**src/rtl/acp_pkg.sv**
```systemverilog
// Package: register map, field positions, reset values and mux codes
package acp_pkg;
  localparam int ADDR_W = 9;
  localparam logic [8:0] PHASE_ADJUST_STATUS_ADDR = 9'h04d;
  localparam logic [8:0] OUTPUT1_CLOCK_STATUS_ADDR = 9'h053;
  localparam logic [8:0] OUTPUT2_CLOCK_STATUS_ADDR = 9'h054;
  localparam logic [8:0] OUTPUT3_CLOCK_STATUS_ADDR = 9'h055;
  localparam logic [8:0] APLL_DIVIDER_BYPASS_CONFIG_ADDR = 9'h100;
  localparam logic [8:0] APLL_HIGH_SPEED_RATIOS_ADDR = 9'h101;
  localparam logic [8:0] APLL_INPUT_SELECT_ADDR = 9'h102;
  localparam int NUM_OUTPUTS = 3;
  // Phase adjust status fields
  localparam int PA_ARMED_BIT = 0;
  localparam int PA_BUSY_BIT = 1;
  localparam int PA_DONE_LATCHED_BIT = 2;
  localparam int PA_DONE_IE_BIT = 3;
  // Output clock status fields
  localparam int OC_HALT_STATE_BIT = 0;
  localparam int OC_HALT_LATCHED_BIT = 1;
  localparam int OC_HALT_IE_BIT = 2;
  localparam int OC_RESUME_LATCHED_BIT = 3;
  localparam int OC_RESUME_IE_BIT = 4;
  localparam int OC_SLOW_LEVEL_BIT = 5;
  localparam int OC_SLOW_EDGE_LATCHED_BIT = 6;
  localparam int OC_SLOW_EDGE_IE_BIT = 7;
  // Configuration fields
  localparam int CFG_BYPASS_BIT = 1;
  localparam int CFG_ENABLE_BIT = 2;
  localparam int SEL_PRIMARY_LSB = 0;
  localparam int SEL_ALT_LSB = 3;
  localparam int SEL_SWITCH_BIT = 6;
  localparam logic [7:0] PA_RESET = 8'h00;
  localparam logic [7:0] CFG_RESET = 8'h00;
  // Source codes
  localparam logic [2:0] SRC_XTAL = 3'h0;
  localparam logic [2:0] SRC_IN1 = 3'h1;
  localparam logic [2:0] SRC_IN2 = 3'h2;
  localparam logic [2:0] SRC_IN3 = 3'h3;
  localparam logic [2:0] SRC_NCO_BYP_IN1 = 3'h4;
  localparam logic [2:0] SRC_NCO_NO_BYP_MC1 = 3'h5;
  localparam logic [2:0] SRC_NCO_BYP_XA = 3'h6;
  localparam logic [2:0] SRC_NCO_NO_BYP = 3'h7;
  typedef enum logic [2:0] {
    ACP_REF_XTAL, ACP_REF_IN1, ACP_REF_IN2, ACP_REF_IN3, ACP_REF_NCO,
    ACP_REF_NONE
  } acp_ref_type;
endpackage

```
**src/rtl/acp_channel_ctrl.sv**
```systemverilog
// Channel clock path control: phase adjust, output status, APLL config
// Overview of operation
// Finished flag reaches channel interrupt only while its enable is one.
// Finished flag latches when adjustment completes; write one clears.
// Software polls busy, not finished, in short-period configurations.
// Busy bit is high from trigger until adjustment ends.
// Armed bit high while waiting for trigger, cleared by trigger.
// Three output status registers at 53h, 54h, 55h.
// Slow edge flag latches on slow clock rising edge; write one clears.
// With report enable, real-time bit shows slow level, one means low.
// Resume flag latches when output restarts after stop; write one clears.
// Halt flag latches when output stops; write one clears.
// Halt state bit is one while stopped, zero while running.
// Each output flag reaches interrupt only with its enable set.
// Start and stop bits settle to zero until path is clocked.
// Second divider runs only with PLL enable, its enable, no bypass.
// Bypass bit selects bypass signal instead of second divider output.
// Codes 0-7 give ratios 4 to 7.5, codes 8-15 give 8 to 15.
// With pin switching, pin high selects alternate code, else primary.
// Codes 000-011 select crystal, first, second, third input.
// Codes 110/111/100 feed NCO; bypass gets XA, none, first input.
// Primary code rules unless switching enabled and pin high.
// Phase summary interrupt is any enabled latched phase flag.
// Code 101 with master from first input feeds NCO, no bypass.
// Writing zero keeps flags; a coinciding event keeps flag set.
module acp_channel_ctrl (
  input wire logic clk,
  input wire logic reset,
  input wire logic [acp_pkg::ADDR_W-1:0] reg_addr,
  input wire logic reg_write,
  input wire logic reg_read,
  input wire logic [7:0] reg_wdata,
  output logic [7:0] reg_rdata,
  input wire logic adjust_arm,
  input wire logic adjust_trigger,
  input wire logic [2:0] adjust_participate,
  input wire logic [2:0] adjust_output_done,
  input wire logic [2:0] slow_divider_clk,
  input wire logic [2:0] output_clock_stopped,
  input wire logic [2:0] output_path_ready,
  input wire logic [2:0] slow_level_report_enable,
  input wire logic pll_power_enable,
  input wire logic master_clock_from_input1,
  input wire logic xa_doubler_enable,
  input wire logic switch_pin_level,
  output logic phase_adjust_irq,
  output logic [2:0] output_clock_irq,
  output logic second_fast_divider_on,
  output logic second_fast_divider_bypass_sel,
  output logic [4:0] first_ratio_halves,
  output logic [4:0] second_ratio_halves,
  output logic [2:0] pll_ref_source,
  output logic [2:0] bypass_source,
  output logic xa_doubled
);
  import acp_pkg::*;

  typedef enum logic [1:0] {
    ACP_PA_IDLE, ACP_PA_ARMED, ACP_PA_BUSY
  } acp_pa_type;

  acp_pa_type pa_state_r;
  logic adjust_done_irq_enable_r;
  logic adjust_done_latched;
  logic adjust_finish;
  logic [2:0] cfg_r;
  logic [7:0] ratios_r;
  logic [6:0] select_r;
  logic [2:0] slow_edge_irq_enable_r;
  logic [2:0] resume_irq_enable_r;
  logic [2:0] halt_irq_enable_r;
  logic [2:0] slow_prev_r;
  logic [2:0] stopped_prev_r;
  logic [2:0] halt_state_r;
  logic [2:0] slow_edge_latched;
  logic [2:0] resume_latched;
  logic [2:0] halt_latched;
  logic [7:0] oc_status [NUM_OUTPUTS];
  logic [2:0] oc_wr;
  logic pa_wr;
  logic [2:0] active_code;

  assign pa_wr = reg_write && (reg_addr == PHASE_ADJUST_STATUS_ADDR);
  assign adjust_finish = (pa_state_r == ACP_PA_BUSY) &&
    ((adjust_output_done & adjust_participate) == adjust_participate);

  // Phase adjust sequencer
  always_ff @(posedge clk or posedge reset) begin
    if (reset) begin
      pa_state_r <= ACP_PA_IDLE;
    end else begin
      case (pa_state_r)
        ACP_PA_IDLE: begin
          if (adjust_arm) begin
            pa_state_r <= ACP_PA_ARMED;
          end
        end
        ACP_PA_ARMED: begin
          if (adjust_trigger) begin
            pa_state_r <= ACP_PA_BUSY;
          end
        end
        ACP_PA_BUSY: begin
          if (adjust_finish) begin
            pa_state_r <= ACP_PA_IDLE;
          end
        end
        default: pa_state_r <= ACP_PA_IDLE;
      endcase
    end
  end

  always_ff @(posedge clk or posedge reset) begin
    if (reset) begin
      adjust_done_irq_enable_r <= PA_RESET[PA_DONE_IE_BIT];
    end else if (pa_wr) begin
      adjust_done_irq_enable_r <= reg_wdata[PA_DONE_IE_BIT];
    end
  end


  acp_w1c_flag u_adjust_done (
    .clk(clk),
    .reset(reset),
    .set_pulse(adjust_finish),
    .clear_pulse(pa_wr && reg_wdata[PA_DONE_LATCHED_BIT]),
    .flag(adjust_done_latched)
  );


  assign phase_adjust_irq = adjust_done_latched && adjust_done_irq_enable_r;

  // Per-output status logic
  genvar g;
  generate
    for (g = 0; g < NUM_OUTPUTS; g++) begin : g_out
      logic stop_evt;
      logic start_evt;
      logic slow_evt;
      logic clr_pulse;
      assign oc_wr[g] = reg_write &&
        (reg_addr == OUTPUT1_CLOCK_STATUS_ADDR + 9'(g));
      // Until the path is clocked the stop logic only settles to zero
      assign stop_evt = output_path_ready[g] && output_clock_stopped[g] &&
        !stopped_prev_r[g];
      assign start_evt = output_path_ready[g] && !output_clock_stopped[g] &&
        stopped_prev_r[g];
      assign slow_evt = slow_divider_clk[g] && !slow_prev_r[g];
      assign clr_pulse = oc_wr[g];

      always_ff @(posedge clk or posedge reset) begin
        if (reset) begin
          slow_edge_irq_enable_r[g] <= 1'b0;
          resume_irq_enable_r[g] <= 1'b0;
          halt_irq_enable_r[g] <= 1'b0;
        end else if (oc_wr[g]) begin
          slow_edge_irq_enable_r[g] <= reg_wdata[OC_SLOW_EDGE_IE_BIT];
          resume_irq_enable_r[g] <= reg_wdata[OC_RESUME_IE_BIT];
          halt_irq_enable_r[g] <= reg_wdata[OC_HALT_IE_BIT];
        end
      end

      always_ff @(posedge clk or posedge reset) begin
        if (reset) begin
          slow_prev_r[g] <= 1'b0;
          stopped_prev_r[g] <= 1'b0;
          halt_state_r[g] <= 1'b0;
        end else begin
          slow_prev_r[g] <= slow_divider_clk[g];
          if (output_path_ready[g]) begin
            stopped_prev_r[g] <= output_clock_stopped[g];
            halt_state_r[g] <= output_clock_stopped[g];
          end else begin
            stopped_prev_r[g] <= 1'b0;
            halt_state_r[g] <= 1'b0;
          end
        end
      end

      acp_w1c_flag u_slow (
        .clk(clk),
        .reset(reset),
        .set_pulse(slow_evt),
        .clear_pulse(clr_pulse && reg_wdata[OC_SLOW_EDGE_LATCHED_BIT]),
        .flag(slow_edge_latched[g])
      );
      acp_w1c_flag u_resume (
        .clk(clk),
        .reset(reset),
        .set_pulse(start_evt),
        .clear_pulse(clr_pulse && reg_wdata[OC_RESUME_LATCHED_BIT]),
        .flag(resume_latched[g])
      );
      acp_w1c_flag u_halt (
        .clk(clk),
        .reset(reset),
        .set_pulse(stop_evt),
        .clear_pulse(clr_pulse && reg_wdata[OC_HALT_LATCHED_BIT]),
        .flag(halt_latched[g])
      );


      assign output_clock_irq[g] =
        (slow_edge_latched[g] && slow_edge_irq_enable_r[g]) ||
        (resume_latched[g] && resume_irq_enable_r[g]) ||
        (halt_latched[g] && halt_irq_enable_r[g]);

      // Level bit reads zero when reporting is off; one means low
      assign oc_status[g] = {slow_edge_irq_enable_r[g], slow_edge_latched[g],
        slow_level_report_enable[g] && !slow_divider_clk[g],
        resume_irq_enable_r[g], resume_latched[g], halt_irq_enable_r[g],
        halt_latched[g], halt_state_r[g]};
    end
  endgenerate

  // Configuration registers
  always_ff @(posedge clk or posedge reset) begin
    if (reset) begin
      cfg_r <= CFG_RESET[2:0];
      ratios_r <= CFG_RESET;
      select_r <= CFG_RESET[6:0];
    end else if (reg_write) begin
      if (reg_addr == APLL_DIVIDER_BYPASS_CONFIG_ADDR) begin
        cfg_r <= {reg_wdata[CFG_ENABLE_BIT:CFG_BYPASS_BIT], 1'b0};
      end
      if (reg_addr == APLL_HIGH_SPEED_RATIOS_ADDR) begin
        ratios_r <= reg_wdata;
      end
      if (reg_addr == APLL_INPUT_SELECT_ADDR) begin
        select_r <= reg_wdata[6:0];
      end
    end
  end


  assign second_fast_divider_on = pll_power_enable &&
    cfg_r[CFG_ENABLE_BIT] && !cfg_r[CFG_BYPASS_BIT];

  assign second_fast_divider_bypass_sel = cfg_r[CFG_BYPASS_BIT];


  acp_ratio_decode u_first_ratio (
    .code(ratios_r[3:0]),
    .ratio_halves(first_ratio_halves)
  );
  acp_ratio_decode u_second_ratio (
    .code(ratios_r[7:4]),
    .ratio_halves(second_ratio_halves)
  );


  assign active_code = (select_r[SEL_SWITCH_BIT] && switch_pin_level) ?
    select_r[SEL_ALT_LSB +: 3] : select_r[SEL_PRIMARY_LSB +: 3];
  assign xa_doubled = xa_doubler_enable;

  // Alternate codes 100-111 are unused and select nothing
  always_comb begin
    pll_ref_source = ACP_REF_NONE;
    bypass_source = ACP_REF_NONE;
    case (active_code)
      SRC_XTAL: begin
        pll_ref_source = ACP_REF_XTAL;
        bypass_source = ACP_REF_XTAL;
      end
      SRC_IN1: begin
        pll_ref_source = ACP_REF_IN1;
        bypass_source = ACP_REF_IN1;
      end
      SRC_IN2: begin
        pll_ref_source = ACP_REF_IN2;
        bypass_source = ACP_REF_IN2;
      end
      SRC_IN3: begin
        pll_ref_source = ACP_REF_IN3;
        bypass_source = ACP_REF_IN3;
      end
      SRC_NCO_BYP_IN1: begin
        if (!(select_r[SEL_SWITCH_BIT] && switch_pin_level)) begin
          pll_ref_source = ACP_REF_NCO;
          bypass_source = ACP_REF_IN1;
        end
      end
      SRC_NCO_NO_BYP_MC1: begin
        if (!(select_r[SEL_SWITCH_BIT] && switch_pin_level) &&
            master_clock_from_input1) begin
          pll_ref_source = ACP_REF_NCO;
        end
      end
      SRC_NCO_BYP_XA: begin
        if (!(select_r[SEL_SWITCH_BIT] && switch_pin_level)) begin
          pll_ref_source = ACP_REF_NCO;
          bypass_source = ACP_REF_XTAL;
        end
      end
      SRC_NCO_NO_BYP: begin
        if (!(select_r[SEL_SWITCH_BIT] && switch_pin_level)) begin
          pll_ref_source = ACP_REF_NCO;
        end
      end
      default: begin
        pll_ref_source = ACP_REF_NONE;
      end
    endcase
  end

  // Read data registered one cycle after the read strobe
  always_ff @(posedge clk or posedge reset) begin
    if (reset) begin
      reg_rdata <= 8'h00;
    end else if (reg_read) begin
      case (reg_addr)
        PHASE_ADJUST_STATUS_ADDR: reg_rdata <= {4'h0,
          adjust_done_irq_enable_r, adjust_done_latched,
          pa_state_r == ACP_PA_BUSY, pa_state_r == ACP_PA_ARMED};
        OUTPUT1_CLOCK_STATUS_ADDR: reg_rdata <= oc_status[0];
        OUTPUT2_CLOCK_STATUS_ADDR: reg_rdata <= oc_status[1];
        OUTPUT3_CLOCK_STATUS_ADDR: reg_rdata <= oc_status[2];
        APLL_DIVIDER_BYPASS_CONFIG_ADDR: reg_rdata <= {5'h00, cfg_r};
        APLL_HIGH_SPEED_RATIOS_ADDR: reg_rdata <= ratios_r;
        APLL_INPUT_SELECT_ADDR: reg_rdata <= {1'b0, select_r};
        default: reg_rdata <= 8'h00;
      endcase
    end
  end
endmodule

```
**src/rtl/acp_ratio_decode.sv**
```systemverilog
// Fast divider code to ratio in half steps
module acp_ratio_decode (
  input wire logic [3:0] code,
  output logic [4:0] ratio_halves
);
  always_comb begin
    if (code[3]) begin
      ratio_halves = {code, 1'b0};
    end else begin
      ratio_halves = 5'h08 + {2'b00, code[2:0]};
    end
  end
endmodule

```
**src/rtl/acp_w1c_flag.sv**
```systemverilog
// Sticky flag: hardware set, write-one clear, set beats clear
module acp_w1c_flag (
  input wire logic clk,
  input wire logic reset,
  input wire logic set_pulse,
  input wire logic clear_pulse,
  output logic flag
);
  always_ff @(posedge clk or posedge reset) begin
    if (reset) begin
      flag <= 1'b0;
    end else if (set_pulse) begin
      flag <= 1'b1;
    end else if (clear_pulse) begin
      flag <= 1'b0;
    end
  end
endmodule

```
**config.mk**
```make
export PLATFORM = sky130hd
export DESIGN_NAME = acp_channel_ctrl
export DESIGN_NICKNAME = d
export VERILOG_FILES = /design/src/rtl/acp_pkg.sv /design/src/rtl/acp_channel_ctrl.sv /design/src/rtl/acp_ratio_decode.sv /design/src/rtl/acp_w1c_flag.sv
export SDC_FILE = /design/constraint.sdc
export NUM_CORES = 1
export LEC_CHECK = 0
export ABC_AREA = 1
export BUFFER_PORTS_ARGS = -buffer_cell sky130_fd_sc_hd__buf_2
export CORE_ASPECT_RATIO = 1.75
export CORE_UTILIZATION = 50
export DETAILED_ROUTE_END_ITERATION = 10
export PLACE_DENSITY = 0.79
export SYNTH_ARGS = -nofsm -noshare
export SYNTH_HDL_FRONTEND = slang
export SYNTH_HIERARCHICAL = 1
export SYNTH_SLANG_ARGS = --single-unit
```
**constraint.sdc**
```tcl
create_clock -name clk -period 2.87 [get_ports clk]
set_input_delay 0.574 -clock clk [delete_from_list [all_inputs] [get_ports clk]]
set_output_delay 0.574 -clock clk [all_outputs]
set_load 0.01 [all_outputs]
```
# [After elaboration in Yosys (flattened, before gate mapping)]
# Index checks and enable logic that the tools add are counted.
[word_totals] regBits=53 input_bits=45 out_inout_bits=31
[classes] addsub=2 n_eq_ne=20 mux=37 n_bitwise=1 reduce_logical=84
[op_table] op="$pmux W8 S7" count=1
[op_table] op="$logic_and A1 B1 Y1" count=47
[op_table] op="$eq A9 B7 Y1 const B" count=4
[op_table] op="$pmux W3 S6" count=2
[op_table] op="$eq A9 B9 Y1 const B" count=3
[op_table] op="$mux W1" count=25
[op_table] op="$reduce_bool A2 Y1" count=10
[op_table] op="$logic_not A1 Y1" count=14
[op_table] op="$eq A3 B3 Y1 const B" count=4
[op_table] op="$add A4 B3 Y5 const A" count=2
[op_table] op="$mux W5" count=2
[op_table] op="$mux W3" count=3
[op_table] op="$eq A3 B2 Y1 const B" count=2
[op_table] op="$logic_or A1 B1 Y1" count=6
[op_table] op="$mux W2" count=3
[op_table] op="$ne A2 B2 Y1 const B" count=3
[op_table] op="$pmux W2 S3" count=1
[op_table] op="$reduce_and A2 Y1" count=3
[op_table] op="$and A3 B3 Y3" count=1
[op_table] op="$eq A3 B1 Y1 const B" count=1
[op_table] op="$eq A3 B3 Y1" count=1
[op_table] op="$logic_not A3 Y1" count=1
[op_table] op="$reduce_and A3 Y1" count=1
[op_table] op="$reduce_or A3 Y1" count=1
[op_table] op="other kinds (3)" count=3

# [Logic depth before layout (Yosys ltp)]
[depth] ltp_word=5 depth_mapped=10 mapped_depth_nobuf=9

# [Cells and area by module]
# Netlist, hierarchy kept.
[by_module_without_submodules] mod="acp_channel_ctrl" instances=1 cells_each=339 area_each_um2=2583.7 seq_area_each_um2=1076.0
[by_module_without_submodules] mod="acp_w1c_flag" instances=10 cells_each=6 area_each_um2=43.8 seq_area_each_um2=25.0
[by_module_without_submodules] mod="acp_ratio_decode" instances=2 cells_each=12 area_each_um2=48.8 seq_area_each_um2=0.0

# [Worst setup path after synthesis]
# No wires, ideal clock.
[synth_timing] kind="input to output" start="input port switch_pin_level" end="output port pll_ref_source[0]" t_arrival_ps=1427 path_slack_ps=869 cell_stages=6 cell_sequence="nand2_1 -> inv_1 -> o21ai_1 -> o21ai_0 -> inv_1 -> o21ai_0"
[synth_via] elab_chain_cells=5 word_cells_on_any_way=16
[synth_rtl] element="start: declaration" line="acp_channel_ctrl.sv:45" source="input wire logic switch_pin_level,"
[synth_rtl] element="$logic_and A1 B1 Y1 *"
[synth_rtl] element="$mux W3 or $logic_not A1 Y1 (tied branches)"
[synth_rtl] element="$eq A3 B3 Y1 or $logic_and A1 B1 Y1 (tied branches)" line="acp_channel_ctrl.sv:260, acp_channel_ctrl.sv:284"
[synth_rtl] element="$reduce_or A3 Y1 (no line) or $mux W1 (tied branches)"
[synth_rtl] element="$pmux W3 S6 *" line="acp_channel_ctrl.sv:260" source="case (active_code)"
[synth_rtl] element="end: declaration" line="acp_channel_ctrl.sv:52" source="output logic [2:0] pll_ref_source,"
# Every way passes the cells marked *; elsewhere a longest branch is shown, timed or not.

# [Worst setup path in the final report]
[layout_timing] start="register select_r[6]" end="output port pll_ref_source[0]"
[layout_via] elab_chain_cells=5 word_cells_on_any_way=16
[layout_rtl] element="start: declaration" line="acp_channel_ctrl.sv:68" source="logic [6:0] select_r;"
[layout_rtl] element="start signal: assignment" line="acp_channel_ctrl.sv:221" source="select_r <= CFG_RESET[6:0];"
[layout_rtl] element="start signal: assignment" line="acp_channel_ctrl.sv:230" source="select_r <= reg_wdata[6:0];"
[layout_rtl] element="$logic_and A1 B1 Y1 *"
[layout_rtl] element="$mux W3 or $logic_not A1 Y1 (tied branches)"
[layout_rtl] element="$eq A3 B3 Y1 or $logic_and A1 B1 Y1 (tied branches)" line="acp_channel_ctrl.sv:260, acp_channel_ctrl.sv:284"
[layout_rtl] element="$reduce_or A3 Y1 (no line) or $mux W1 (tied branches)"
[layout_rtl] element="$pmux W3 S6 *" line="acp_channel_ctrl.sv:260"
# Marks and branches as above.

==> summary.md <==
| Metric | Value |
|---|---|
| Number of I/O port buffers | 73 |
| FF+latch count, synth | between 50 and 60 |
| Setup Skew | approximately 0.0059 ns |
| Post-CTS setup buffer count | 0 |
| Top Ports | 76 |
| Largest cells by area after synthesis | dfrtp_1 (43%), nand2_1 (15%), inv_1 (9.1%) |
| Leakage | 2.05 nW |
| Min Tclk post-route | about 2.3 ns |
| Worst-case vdd ir drop | 0.290 mV |
| Leading area contributor after synthesis | dfrtp_1 |
| Final GP Congestion | 0.899 |
| CTS max path bufs | 2 |
| Outcome | finished clean |
| Distinct cells, synth | 31 |
| Synth Area in Adders | 0% |
| Via Count | approximately 2900 |
| CP peak stage delay | 0.41 ns |
| # DRC | 0 |
| Area grow syn2layout | 15.8% |
| Drt initial violations | between 100 and 150 |
| Max-slew violation count | 0 |
| R2r endpoint | reg_rdata[0]$_DFFE_PP0P_ |
| ANT cells | 0 |
| HPWL Detailed | 5800 um |
| Synthesized Nets | approximately 470 |
| Number of max-cap violations | 0 |
| Post-DRT Antenna Nets | 0 |
| Yosys top cell area share | 42.5% |
| Reg2Reg Depth | 8 |
| Fraction of registers with async set/reset | 100% |
| Register Area | ~1300 um2 |
| Multiplexer share of the synthesized area | 0.722% |
| Total gr overflow | 0 |
| Final Setup Violations | 0 |
| CTS Buf Count | 5 |
| Initial antenna violation count | 0 |
| Final WL | 7320 um |
| WP data required | between 2 and 2.5 ns |
| RSZ-0062 raised after global routing | false |
| # clock sinks | 53 |
| Final period utilization | 79.1% |
| Hold WC Path Type | in2async |
| Number of synthesized flops with an enable pin | 0 |
| Relative slew slack | 63.2% |
| Main combinational cell family by area after synthesis | simple AND/OR/NAND/NOR gates |
| Syn avg cell area | 7.37 um2 |
| Filler instances | 599 |
| Worst-Margin Slew | 0.552 ns |
| Number of global-route vias before repair | between 2000 and 3000 |
| Hold Buf Count CTS | 0 |
| Peak Freq | roughly 0.44 GHz |
| Critical path's slowest cell | dfrtp_1 |
| Simple-gate share of the synthesized area | a little over a third |
| Critical-path maximum fanout | 6 |
| CTS H-tree lvls | 2 |
| TNS Setup | 0 ns |
| Setup slack, reg-to-reg | approximately 1.7 ns |
| Skew-Pair Late Insertion Delay | 0.31 ns |
| Commonest cells in the netlist | nand2_1 (128), inv_1 (76), dfrtp_1 (53), nand3_1 (44), nor2_1 (41) |
| Finished Core Util | 60.9% |
| Post-Synthesis Cells | 423 |
| Synth Area in Compound Gates | under 10% |
| Drt wl/cell | about 13 um |
| Count leader, synth | nand2_1 |
| Layout cells sized above 1 | 22.3% |
| PD cells | between 400 and 500 nW/um2 |
| Setup crit start kind | flip-flop |
| Core area | between 5000 and 6000 um2 |
| Post_cts resized | 0 |
| Post-placement cell area | roughly 3500 um2 |
| Via density per instance | 5.04 |
| Clock slew at reported path FFs | 0.09 ns |
| Critical path cell sequence | nand2_1 > inv_1 > o21ai_1 > o21ai_0 > inv_1 > o21ai_0 > buf_2 |
| Full die area | 6570 um2 |
| Sequential area share after synthesis | around 43% |
| Synthesized cell area | 3120 um2 |
| Post-Synth XOR/XNOR Area | 0% |
| Root buf cell | clkbuf_8 |
| Warnings from Yosys | 6 |
| Largest net degree at the start of global routing | 32 |
| Critical path data arrival time | 1.70 ns |
| FF-to-FF Start | pa_state_r[0]$_DFFE_PP0P_ |
| Setup CP Type | reg2out |
| Pre-CTS setup slack | about 0.69 ns |
| Fin nets | approximately 540 |
| Final hold viol count | 0 |
| Gr usage total | approximately a quarter |
| Design Area, Final | roughly 3600 um2 |
| First-pass GRT wire length | about 12000 um |
| Horiz. Die Dim | 61.7 um |
| # rows | 37 |
| Area of the multi-input gates | ~1400 um2 |
| Die Y | 106 um |
| CTS tree | done |
| Starting Density | 52.6% |
| DR pass1 iterations | 4 |
| Synth Flop Type | dfrtp_1 |
| Setup ws final | around 0.60 ns |
| Critical Path Sink Type | primary output |
[final cells by class]
type,count,area share (%)
Clock inverter,1,0.208
Inverter,80,8.70
Clock buffer,7,2.11
Multi-Input combinational cell,281,38.7
Timing Repair Buffer,75,10.9
Sequential cell,53,36.7
Tap cell,78,2.70
[metrics by stage]
step | power (mW) | instances | hold slack, ns
after floorplan | 0.968 | 423 | 0.303
after global placement | 1.05 | 567 | 0.456
after detailed placement | 1.06 | 567 | 0.460
after CTS | 1.47 | 575 | 0.181
after global routing | 1.53 | 575 | 0.181
final | 1.46 | 575 | 0.176
[cells in the final DEF (no fill, tap or decap), types with 2 or more instances in the layout]
cell type | netlist | routed
nand2_1 | 128 | 128
inv_1 | 76 | 76
buf_2 | 2 | 73
dfrtp_1 | 53 | 53
nand3_1 | 44 | 44
nor2_1 | 41 | 41
o21ai_0 | 16 | 16
o21ai_2 | 10 | 10
o21ai_1 | 8 | 8
nor2_4 | 5 | 5
clkbuf_8 | 0 | 5
o21a_1 | 4 | 4
inv_2 | 3 | 3
nor2_8 | 3 | 3
nand2_2 | 2 | 2
nand4_1 | 2 | 2
nand2_4 | 2 | 2
nand3b_1 | 2 | 2
a21oi_1 | 2 | 2
mux2_1 | 2 | 2
nor3_1 | 2 | 2
nand3_2 | 2 | 2
clkbuf_1 | 0 | 2
[where the power goes]
part,internal (mW),leakage [nW],total [mW],switching [mW]
Sequential,0.787,0.653,0.822,0.0346
Clock,0.173,0.0385,0.418,0.245
Combinational,0.0841,1.36,0.223,0.139
Total,1.04,2.05,1.46,0.418
[per-layer routing]
| metal | routed length [um] | GRT usage, % | vias up | part of all wire, % |
|---|---|---|---|---|
| met4 | 250 | 11.0 | 0 | 3.4 |
| met2 | 3960 | 43.5 | 93 | 54 |
| met3 | 302 | 3.04 | 25 | 4.1 |
| li1 | - | - | 1455 | - |
| met1 | 2800 | 28.3 | 1324 | 38 |
| met5 | 0 | 0 | - | 0 |
[state kept, by name, indices dropped and copies added (netlist names)]
register / count
reg_rdata: 8
cfg_r: 2
halt_irq_enable_r: 3
g_out.u_resume/flag: 3
halt_state_r: 3
g_out.u_halt/flag: 3
ratios_r: 8
adjust_done_irq_enable_r: 1
pa_state_r: 2
select_r: 7
u_adjust_done/flag: 1
oc_status: 6
slow_prev_r: 3
g_out.u_slow/flag: 3
[logic make-up after synthesis]
family / after synthesis
buffers and inverters: 89
AOI/OAI and AO/OA: 44
muxes: 2
DFF: 53
and+or+nand+nor: 235
[worst max-delay path, delay by kind of cell, from the launching register on]
family / cells / cell delay [ns]
AOI/OAI and AO/OA: 3 / 0.53
DFF: 1 / 0.41
buffers and inverters: 3 / 0.31
and+or+nand+nor: 1 / 0.14
[worst max-delay path by stage]
stage                                  from                end  slack (ns)  cells after the start
floorplan                  switch_pin_level  pll_ref_source[0]        0.87                      6
global placement           switch_pin_level  pll_ref_source[0]        0.79                      8
detailed placement         switch_pin_level  pll_ref_source[0]        0.69                      8
CTS                 select_r[6]$_DFFE_PP0P_  pll_ref_source[0]        0.61                      7
global route        select_r[6]$_DFFE_PP0P_  pll_ref_source[0]        0.38                      7
finish              select_r[6]$_DFFE_PP0P_  pll_ref_source[0]        0.60                      7
Power figures use the tool's default switching activity.
